<file path="src/shared/sub_table_pkg.sv">
// constants for the subtract and table-read execution unit
// assumes a core that presents one decoded operation per cycle
package sub_table_pkg;
   localparam int DATA_W = 8;
   localparam int FILE_ADDR_W = 6;
   localparam int SPEC_IDX_W = 4;
   localparam int ROM_W = 14;
   localparam int PTR_W = 3;
   localparam int ROM_ADDR_W = 11;
   localparam int HI_DATA_W = 6;
   localparam int HI_LSB = 8;
   localparam int HI_MSB = 13;
   localparam int NIB_W = 4;
   localparam logic [7:0] WORK_RST = 8'h00;
   localparam logic [5:0] HI_DATA_RST = 6'h00;
   localparam logic [2:0] PTR_RST = 3'h0;
   // operation codes from the decoder
   typedef enum logic [2:0] {
      OP_NONE = 3'h0,
      OP_MOVE_SPECIAL = 3'h1,
      OP_SUB_FILE = 3'h2,
      OP_SUB_IMM = 3'h3,
      OP_TABLE_READ = 3'h4
   } op_t;
endpackage : sub_table_pkg

</file>
<file path="src/rtl/sub_table_exec.sv">
// execution unit for special move, two subtracts and program word read
// assumes decoder issues op_start_i one cycle, holds off while busy_o
//
// Overview of operation
// RULE1 - special register copied to work, flags kept
// RULE2 - file minus work, one cycle, flags updated
// RULE3 - destination bit picks work or file
// RULE4 - immediate minus work into work register
// RULE5 - address is pointer low bits over work
// RULE6 - upper bits to high data, two cycles
// RULE7 - program words fourteen bits, top six upper
// RULE8 - carry means no borrow, zero on zero
//
// Implementation choices: the address-and-strobe port and the placing of the registers.
`timescale 1ns/10ps
`default_nettype none
module sub_table_exec
   import sub_table_pkg::*;
(
   // clock and reset
   input wire logic clock_i,
   input wire logic nrst_i,
   // decoded operation
   input wire logic op_start_i,
   input wire sub_table_pkg::op_t op_i,
   input wire logic [sub_table_pkg::FILE_ADDR_W-1:0] file_addr_i,
   input wire logic dest_file_i,
   input wire logic [sub_table_pkg::SPEC_IDX_W-1:0] spec_idx_i,
   input wire logic [sub_table_pkg::DATA_W-1:0] imm_i,
   // register file and special page read data
   input wire logic [sub_table_pkg::DATA_W-1:0] file_rdata_i,
   input wire logic [sub_table_pkg::DATA_W-1:0] spec_rdata_i,
   input wire logic [sub_table_pkg::PTR_W-1:0] table_high_pointer_i,
   // register file write and special page select
   output logic [sub_table_pkg::FILE_ADDR_W-1:0] file_addr_o,
   output logic [sub_table_pkg::SPEC_IDX_W-1:0] spec_idx_o,
   output logic file_we_o,
   output logic [sub_table_pkg::DATA_W-1:0] file_wdata_o,
   // program memory
   output logic [sub_table_pkg::ROM_ADDR_W-1:0] rom_addr_o,
   output logic rom_re_o,
   input wire logic [sub_table_pkg::ROM_W-1:0] rom_data_i,
   // architectural state
   output logic [sub_table_pkg::DATA_W-1:0] work_register_o,
   output logic [sub_table_pkg::HI_DATA_W-1:0] table_high_data_o,
   output logic zero_flag_o,
   output logic digit_carry_flag_o,
   output logic carry_flag_o,
   output logic busy_o
);
   import sub_table_pkg::*;

   // reset release through two flops
   logic rst_s1_r, rst_n_r;
   always_ff @(posedge clock_i or negedge nrst_i) begin
      if (!nrst_i) begin
         rst_s1_r <= 1'b0;
         rst_n_r <= 1'b0;
      end else begin
         rst_s1_r <= 1'b1;
         rst_n_r <= rst_s1_r;
      end
   end

   // one-hot states: idle, or waiting on the program word
   typedef enum logic [1:0] {
      ST_IDLE = 2'b01,
      ST_TABLE = 2'b10
   } state_t;

   // a minus b with no-borrow flags
   function automatic logic [10:0] sub8(input logic [7:0] a, input logic [7:0] b);
      logic [8:0] full;
      logic [4:0] low;
      full = {1'b0, a} + {1'b0, ~b} + 9'h001;
      low = {1'b0, a[3:0]} + {1'b0, ~b[3:0]} + 5'h01;
      sub8 = {full[8], low[4], (full[7:0] == 8'h00), full[7:0]};
   endfunction : sub8

   // execution registers and their next values
   state_t state_r, state_nxt;
   logic [7:0] work_r, work_nxt;
   logic [5:0] hi_r, hi_nxt;
   logic z_r, z_nxt, dc_r, dc_nxt, c_r, c_nxt;
   logic [10:0] diff;
   logic go;

   // handshake and pass-through outputs
   assign go = op_start_i && (state_r == ST_IDLE);
   assign file_addr_o = file_addr_i;
   assign spec_idx_o = spec_idx_i;
   assign rom_addr_o = {table_high_pointer_i, work_r}; // RULE5
   assign rom_re_o = go && (op_i == OP_TABLE_READ);
   assign busy_o = (state_r == ST_TABLE);

   // architectural state straight from the registers
   assign work_register_o = work_r;
   assign table_high_data_o = hi_r;
   assign zero_flag_o = z_r;
   assign digit_carry_flag_o = dc_r;
   assign carry_flag_o = c_r;

   // next state of the execution registers
   always_comb begin
      state_nxt = state_r;
      work_nxt = work_r;
      hi_nxt = hi_r;
      z_nxt = z_r;
      dc_nxt = dc_r;
      c_nxt = c_r;
      file_we_o = 1'b0;
      file_wdata_o = 8'h00;
      diff = sub8((op_i == OP_SUB_IMM) ? imm_i : file_rdata_i, work_r); // RULE2 RULE4
      case (state_r)
         ST_IDLE: begin
            if (op_start_i) begin
               case (op_i)
                  OP_MOVE_SPECIAL: work_nxt = spec_rdata_i; // RULE1
                  OP_SUB_FILE, OP_SUB_IMM: begin
                     c_nxt = diff[10]; // RULE8
                     dc_nxt = diff[9];
                     z_nxt = diff[8]; // RULE8
                     if (op_i == OP_SUB_FILE && dest_file_i) begin
                        file_we_o = 1'b1; // RULE3
                        file_wdata_o = diff[7:0];
                     end else begin
                        work_nxt = diff[7:0]; // RULE3 RULE4
                     end
                  end
                  OP_TABLE_READ: state_nxt = ST_TABLE; // RULE6
                  default: ;
               endcase
            end
         end
         ST_TABLE: begin
            // memory answers in the second cycle
            work_nxt = rom_data_i[HI_LSB-1:0]; // RULE5
            hi_nxt = rom_data_i[HI_MSB:HI_LSB]; // RULE6 RULE7
            state_nxt = ST_IDLE;
         end
         default: state_nxt = ST_IDLE;
      endcase
   end

   // register the execution state
   always_ff @(posedge clock_i or negedge rst_n_r) begin
      if (!rst_n_r) begin
         state_r <= ST_IDLE;
         work_r <= WORK_RST;
         hi_r <= HI_DATA_RST;
         z_r <= 1'b0;
         dc_r <= 1'b0;
         c_r <= 1'b0;
      end else begin
         state_r <= state_nxt;
         work_r <= work_nxt;
         hi_r <= hi_nxt;
         z_r <= z_nxt;
         dc_r <= dc_nxt;
         c_r <= c_nxt;
      end
   end

   // special move: work register loaded, nothing else touched
   a_move_flags_kept: assert property (@(posedge clock_i) disable iff (!rst_n_r) // RULE1
      go && op_i == OP_MOVE_SPECIAL |=> work_r == $past(spec_rdata_i)
         && $stable(c_r) && $stable(z_r) && $stable(dc_r))
      else $error("special move wrong");
   a_move_no_write: assert property (@(posedge clock_i) disable iff (!rst_n_r) // RULE1
      go && op_i == OP_MOVE_SPECIAL |-> !file_we_o && !rom_re_o)
      else $error("special move wrote elsewhere");

   // file subtract: destination bit picks work or file
   a_sub_file_dest: assert property (@(posedge clock_i) disable iff (!rst_n_r) // RULE3
      go && op_i == OP_SUB_FILE && dest_file_i |-> file_we_o ##1 $stable(work_r))
      else $error("file destination wrong");
   a_sub_file_value: assert property (@(posedge clock_i) disable iff (!rst_n_r) // RULE2
      go && op_i == OP_SUB_FILE && !dest_file_i
         |=> work_r == 8'($past(file_rdata_i) - $past(work_r)))
      else $error("file subtract wrong");
   a_file_wdata: assert property (@(posedge clock_i) disable iff (!rst_n_r) // RULE3
      go && op_i == OP_SUB_FILE && dest_file_i
         |-> file_wdata_o == 8'(file_rdata_i - work_r))
      else $error("file write data wrong");
   a_we_only_file: assert property (@(posedge clock_i) disable iff (!rst_n_r) // RULE3
      file_we_o |-> go && op_i == OP_SUB_FILE && dest_file_i)
      else $error("stray file write");

   // immediate subtract into the work register
   a_sub_imm_value: assert property (@(posedge clock_i) disable iff (!rst_n_r) // RULE4
      go && op_i == OP_SUB_IMM |=> work_r == 8'($past(imm_i) - $past(work_r)))
      else $error("immediate subtract wrong");

   // flags of both subtracts: carry and digit carry mean no borrow
   a_carry_borrow: assert property (@(posedge clock_i) disable iff (!rst_n_r) // RULE8
      go && op_i == OP_SUB_IMM |=> c_r == ($past(imm_i) >= $past(work_r)))
      else $error("carry wrong");
   a_zero_flag: assert property (@(posedge clock_i) disable iff (!rst_n_r) // RULE8
      go && op_i == OP_SUB_IMM |=> z_r == ($past(imm_i) == $past(work_r)))
      else $error("zero wrong");
   a_file_carry: assert property (@(posedge clock_i) disable iff (!rst_n_r) // RULE8
      go && op_i == OP_SUB_FILE |=> c_r == ($past(file_rdata_i) >= $past(work_r)))
      else $error("file carry wrong");
   a_file_zero: assert property (@(posedge clock_i) disable iff (!rst_n_r) // RULE8
      go && op_i == OP_SUB_FILE |=> z_r == ($past(file_rdata_i) == $past(work_r)))
      else $error("file zero wrong");
   a_imm_digit: assert property (@(posedge clock_i) disable iff (!rst_n_r) // RULE4
      go && op_i == OP_SUB_IMM |=> dc_r == (4'($past(imm_i)) >= 4'($past(work_r))))
      else $error("immediate digit carry wrong");
   a_file_digit: assert property (@(posedge clock_i) disable iff (!rst_n_r) // RULE2
      go && op_i == OP_SUB_FILE |=> dc_r == (4'($past(file_rdata_i)) >= 4'($past(work_r))))
      else $error("file digit carry wrong");

   // program word read: address, two cycles, requests refused while busy
   a_table_addr: assert property (@(posedge clock_i) disable iff (!rst_n_r) // RULE5
      rom_re_o |-> rom_addr_o == {table_high_pointer_i, work_r})
      else $error("table address wrong");
   a_table_two_cyc: assert property (@(posedge clock_i) disable iff (!rst_n_r) // RULE6 RULE7
      rom_re_o |=> busy_o ##1 !busy_o && hi_r == 6'($past(rom_data_i) >> HI_LSB)
         && work_r == 8'($past(rom_data_i)))
      else $error("table read wrong");
   a_busy_refuses: assert property (@(posedge clock_i) disable iff (!rst_n_r) // RULE6
      busy_o |-> !rom_re_o && !file_we_o)
      else $error("request taken while busy");
   a_busy_flags_kept: assert property (@(posedge clock_i) disable iff (!rst_n_r) // RULE6
      busy_o |=> $stable(z_r) && $stable(c_r) && $stable(dc_r))
      else $error("table read touched flags");
endmodule : sub_table_exec
`default_nettype wire

</file>
<file path="config.mk">
export PLATFORM = sky130hd
export DESIGN_NAME = sub_table_exec
export DESIGN_NICKNAME = d
export VERILOG_FILES = /design/src/shared/sub_table_pkg.sv /design/src/rtl/sub_table_exec.sv
export SDC_FILE = /design/constraint.sdc
export NUM_CORES = 1
export LEC_CHECK = 0
export ABC_AREA = 1
export BUFFER_PORTS_ARGS = -buffer_cell sky130_fd_sc_hd__buf_2
export CORE_MARGIN = 2
export CORE_UTILIZATION = 45
export DETAILED_ROUTE_END_ITERATION = 8
export PLACE_DENSITY = 0.83
export SYNTH_ARGS = -nofsm -noshare
export SYNTH_HDL_FRONTEND = slang
export SYNTH_SLANG_ARGS = --single-unit
</file>
<file path="constraint.sdc">
create_clock -name clock_i -period 4.93 [get_ports clock_i]
set_input_delay 0.493 -clock clock_i [delete_from_list [all_inputs] [get_ports clock_i]]
set_output_delay 0.493 -clock clock_i [all_outputs]
set_load 0.005 [all_outputs]
</file>
Word level (Yosys, flattened, before mapping)
Cells that the tools add are included.

$add $sub $neg: 4. Multipliers: 0. Div/mod/pow operators: 0. Magnitude comparators: 0. Equal/unequal tests: 10. Shift-type cells: 0. Mux-type cells: 16. Bitwise logic cells: 2. Reduce and logical (&&, ||, !) cells: 9.

Operators with widths (count): 8-bit 2-to-1 mux (7); 8-bit one-hot mux with 2 select lines (2); 8-bit by 8-bit adder with 9-bit output (1); 9-bit by 1-bit adder with 9-bit output (second input constant) (1); 8-bit zero test (1); 8-bit NOT (1); 3-bit by 2-bit equality test with 1-bit output (second input constant) (2); 2-bit 2-to-1 mux (3); 4-bit by 4-bit adder with 5-bit output (1); 5-bit by 1-bit adder with 5-bit output (second input constant) (1); 1-bit 2-to-1 mux (4); 4-bit NOT (1); 4-bit AND reduction (1); 3-bit by 1-bit equality test with 1-bit output (second input constant) (1); 3-bit equality test (second input constant) (1); 1-bit logical AND (3); 3-bit by 1-bit inequality test with 1-bit output (second input constant) (1); 3-bit inequality test (second input constant) (1); 3-bit AND reduction (1); 2-bit by 1-bit equality test with 1-bit output (second input constant) (1); 2-bit equality test (second input constant) (1); 2-bit by 1-bit inequality test with 1-bit output (second input constant) (1); 2-bit inequality test (second input constant) (1); 2-bit AND reduction (1); other kinds (2) (2).

Bits in registers: 21. Latch bits: 0. Memory bits (writable): 0. Bits in read-only memories: 0. Output and inout bits: 49. Word-level logic and storage cells: 49. Memories kept: 0.

Depth between registers and ports, before layout
Word-level depth: 8. Gate-level depth with buffers: 18. Gate-level depth less buffers: 18.

Least setup slack after synthesis
OpenSTA, ideal clock, no wires.

Kind: input port to output port. Start: input op_i[2]. End: output file_wdata_o[6] in the netlist's numbering. Arrival: 2.177 ns. Required time: 4.437 ns. Setup slack: 2.260 ns. Cell stages on the path: 13. Buffers on the path: 0. Cell sequence: inv_1 -> nand2_2 -> inv_2 -> nand2_2 -> mux2_2 -> ha_1 -> a21oi_1 -> nand2_1 -> nand2_1 -> nand2_1 -> nand2_1 -> nand2_1 -> nor2_1.

Longest elaborated chain between the ends: 8.

Ends and longest elaborated chain: start: declaration (line sub_table_exec.sv:25) `input wire sub_table_pkg::op_t op_i,`; 3-bit by 2-bit equality test with 1-bit output (line sub_table_exec.sv:113, sub_table_exec.sv:117); 8-bit 2-to-1 mux (line sub_table_exec.sv:113) `diff = sub8((op_i == OP_SUB_IMM) ? imm_i : file_rdata_i, work_r);`; 8-bit by 8-bit adder with 9-bit output (line sub_table_exec.sv:75) `full = {1'b0, a} + {1'b0, ~b} + 9'h001;`; 9-bit by 1-bit adder with 9-bit output (line sub_table_exec.sv:75); 8-bit 2-to-1 mux (line sub_table_exec.sv:123) `if (op_i == OP_SUB_FILE && dest_file_i) begin`; 8-bit 2-to-1 mux * (line sub_table_exec.sv:117) `case (op_i)`; 8-bit 2-to-1 mux * (line sub_table_exec.sv:116) `if (op_start_i) begin`; 8-bit 2-to-1 mux * (line sub_table_exec.sv:114) `case (state_r)`; end: declaration (line sub_table_exec.sv:38) `output logic [sub_table_pkg::DATA_W-1:0] file_wdata_o,`.

Every way passes the cells marked *; elsewhere a longest branch is shown, timed or not.

Worst setup path in the final report
Ends and elaborated chain as after synthesis.

==> results.py <==
metrics = {
    "status": {
        "status": "finished, final reports clean",
    },
    "placed_design": {
        "port_buffers": 80,
        "pre_cts_ws_ps": 1710,
        "dp_hpwl_mm": 3.45,
        "gp_congestion": 0.884,
    },
    "timing": {
        "skew_ps": 3.30,
        "fin_crit_sh": 0.651,
        "rsz0062_at_grt": "no",
        "fmax_mhz": 311,
        "tns_ps": 0,
        "layout_min_cycle_time_ps": 3210,
        "hold_viol": 0,
        "worst_slack_ps": 1720,
        "tightest_slew_ps": 760,
        "drv_slew": 0,
        "slew_headroom": 0.493,
        "setup_viol": 0,
        "fin_hold_ws_ps": 318,
    },
    "clock_network": {
        "clock_sinks": 21,
        "ctsResizeCount": 0,
        "clockRootBuffer": "clkbuf_8",
        "clkTransAtPathRegs_ps": 80,
        "post_cts_buffers": 0,
        "clockBufferDepth": 2,
        "clock_latency_ps": 260,
        "htreeDepth": 1,
        "cts_buffers": 3,
        "cts_tree": "built",
    },
    "routing": {
        "viasPerCell": 4.78,
        "vias": 1768,
        "drc": 0,
        "drt_iter0_drc": 67,
        "finalWirelength_mm": 4.20,
        "antenna_left": 0,
        "first_pass_iters": 4,
        "wl_per_cell_um": 11.3,
    },
    "setup_path": {
        "r2r_cells": 7,
        "required_ps": 4440,
        "worstSetupEndpointType": "output pin",
        "cp.arrival_ps": 2720,
        "critPathMaxFanout": 14,
        "critPathKind": "primary input to output pin",
        "startpoint_type": "primary input",
    },
    "logic_synthesis": {
        "ys_types": 29,
        "yosys_warnings": 0,
        "syn_nets": 330,
        "synth-edff-count": 0,
        "syn_area_per_cell_um2": 6.74,
        "synthFlopType": "dfrtp_1",
        "synth_top_area_cell": "dfrtp_1",
        "synth_area_um2": 1770,
        "synthAdderAreaFrac": 0.0751,
        "synth-simple-area-share": 0.329,
        "synth.most_common_cell": "nand2_1",
        "synth-xor-area-share": 0,
        "synth_seq_area_share": 0.298,
        "synthTopCellsByCount": "nand2_1 (89), inv_1 (35), nor2_1 (25)",
        "synth_compound_area_frac": 0.0680,
        "synth_top_family_by_area": "simple AND/OR/NAND/NOR gates",
        "postSynthCellCount": 262,
        "synth-seq-cells": 21,
        "async_flop_share": 1.00,
        "synth.area.top_cells": "dfrtp_1 (28%), nand2_1 (19%), buf_4 (8.9%)",
        "synthMuxAreaShare": 0.0439,
        "synth_top_area_frac": 0.283,
    },
    "floorplan": {
        "die_x_um": 66.7,
        "num_rows": 22,
        "core-area_um2": 3720,
        "num_io_pins": 107,
        "die_h_um": 66.7,
        "dieArea_um2": 4440,
        "start_util": 0.475,
    },
    "pwr": {
        "pwr-share-clk": 0.172,
        "leakage_nw": 1.27,
        "p_int_w": 0.000392,
        "ir_worst_vdd_uv": 192,
        "combPwrFrac": 0.477,
        "p_switching_w": 0.000270,
        "p_seq_frac": 0.351,
        "power.density_nw_per_um2": 316,
        "netSwitchingFraction": 0.407,
    },
    "global_routing": {
        "grt_pass1_wl_mm": 6.89,
        "grtUsageTotal": 0.199,
        "grt_max_degree": 20,
        "grt_pass1_vias": 1659,
        "antenna_found_initial": 0,
        "overflow": 0,
    },
    "layout": {
        "drive_gt1_frac": 0.317,
        "fillCellCount": 393,
        "utilization": 0.563,
        "nets": 391,
        "syn_to_final_growth_pct": 18.5,
        "antenna_cells": 0,
        "regArea_um2": 527,
        "multi_input_area_um2": 915,
    },
    "job": {
        "max_cap_violations": 0,
    },
    "min_path": {
        "hold_path.class": "flip-flop to asynchronous set/reset pin",
    },
}
flip-flops by register name, indices dropped and copies added (netlist names):
register / count
carry_flag_o: 1
digit_carry_flag_o: 1
rst_n_r: 1
rst_s1_r: 1
state_r: 2
table_high_data_o: 6
work_register_o: 8
zero_flag_o: 1
repair_timing:
| item | 4_1_cts | 5_1_grt |
|---|---|---|
| hold endpoints to repair | 2 | 0 |
| endpoints found under the setup margin | 0 | 0 |
| hold buffers | 1 | 0 |
critical path, cell delays in order:
cell     delay (ps)
buf_2            90
inv_1           110
nand2_2         120
inv_2           190
nand2_2         190
mux2i_1         180
ha_1            200
fa_1            380
inv_1            80
nand3_1         110
nand2_1         100
nand2_1          60
nand2_1          60
nand2_1          70
nand2_1         100
nor2_1           40
buf_2           120
per-stage QoR:
step	power [W]	std cells	area [µm²]
after floorplan	0.000469	262	1770
after global placement	0.000543	365	2040
after detailed placement	0.000550	365	2040
after CTS	0.000666	370	2090
after global routing	0.000725	370	2090
final	0.000662	370	2090
layout by cell type (no fill, tap or decap), types with 2 or more instances in the layout:
cell,Yosys,routed
o21ai_0,7,7
o21ai_1,3,3
nor2_2,4,4
nand3_1,13,13
ha_1,9,9
nor4_1,2,2
nand2_2,3,3
dfrtp_1,20,20
buf_2,2,80
clkbuf_8,0,3
nor2_1,25,25
inv_1,35,35
mux2_2,6,6
a21oi_1,8,8
nand2_1,89,89
power by group through the flow:
stage          logic [W]  registers (W)  clock network [W]
3_5_place_dp    0.000314       0.000235                  0
5_1_grt         0.000361       0.000238           0.000126
3_3_place_gp    0.000308       0.000235                  0
6_report        0.000315       0.000232           0.000114
4_1_cts         0.000316       0.000233           0.000117
2_1_floorplan   0.000235       0.000234                  0
path summary, 6_finish.rpt:
kind / slack (ps) / start / endpoint
min: 320 / rst_n_r / digit_carry_flag_o
max in group asynchronous: 4140 / rst_n_r / table_high_data_o[1]
min reg2reg: 320 / rst_n_r / digit_carry_flag_o
min in group clock_i: 360 / rst_s1_r / rst_n_r
max: 1720 / op_i[2] / file_wdata_o[6]
max reg2reg: 3020 / state_r[0] / work_register_o[0]
kinds of logic (layout without fill, tap and decap cells):
family                   Yosys count  after routing
AO/OA/AOI/OAI                     22             22
adder cells (fa/ha/maj)           10             10
buffers and inverters             61            121
flip-flops                        21             21
multiplexers                       7              7
other                              1              1
AND/OR/NAND/NOR                  140            140
layout make-up:
cell class	count	area share
sequential	21	0.252
timing repair buffer	81	0.196
clock buffer	3	0.0197
tap	48	0.0287
inverter	36	0.0646
clock inverter	1	0.00239
multi-input combinational	180	0.437
metal layers:
metal  track usage  wire length, µm
met1         0.248             1880
met2         0.345             1930
met3        0.0287              308
met4        0.0740               80
met5             0                0
No activity file was read; power rests on OpenSTA's default activity.
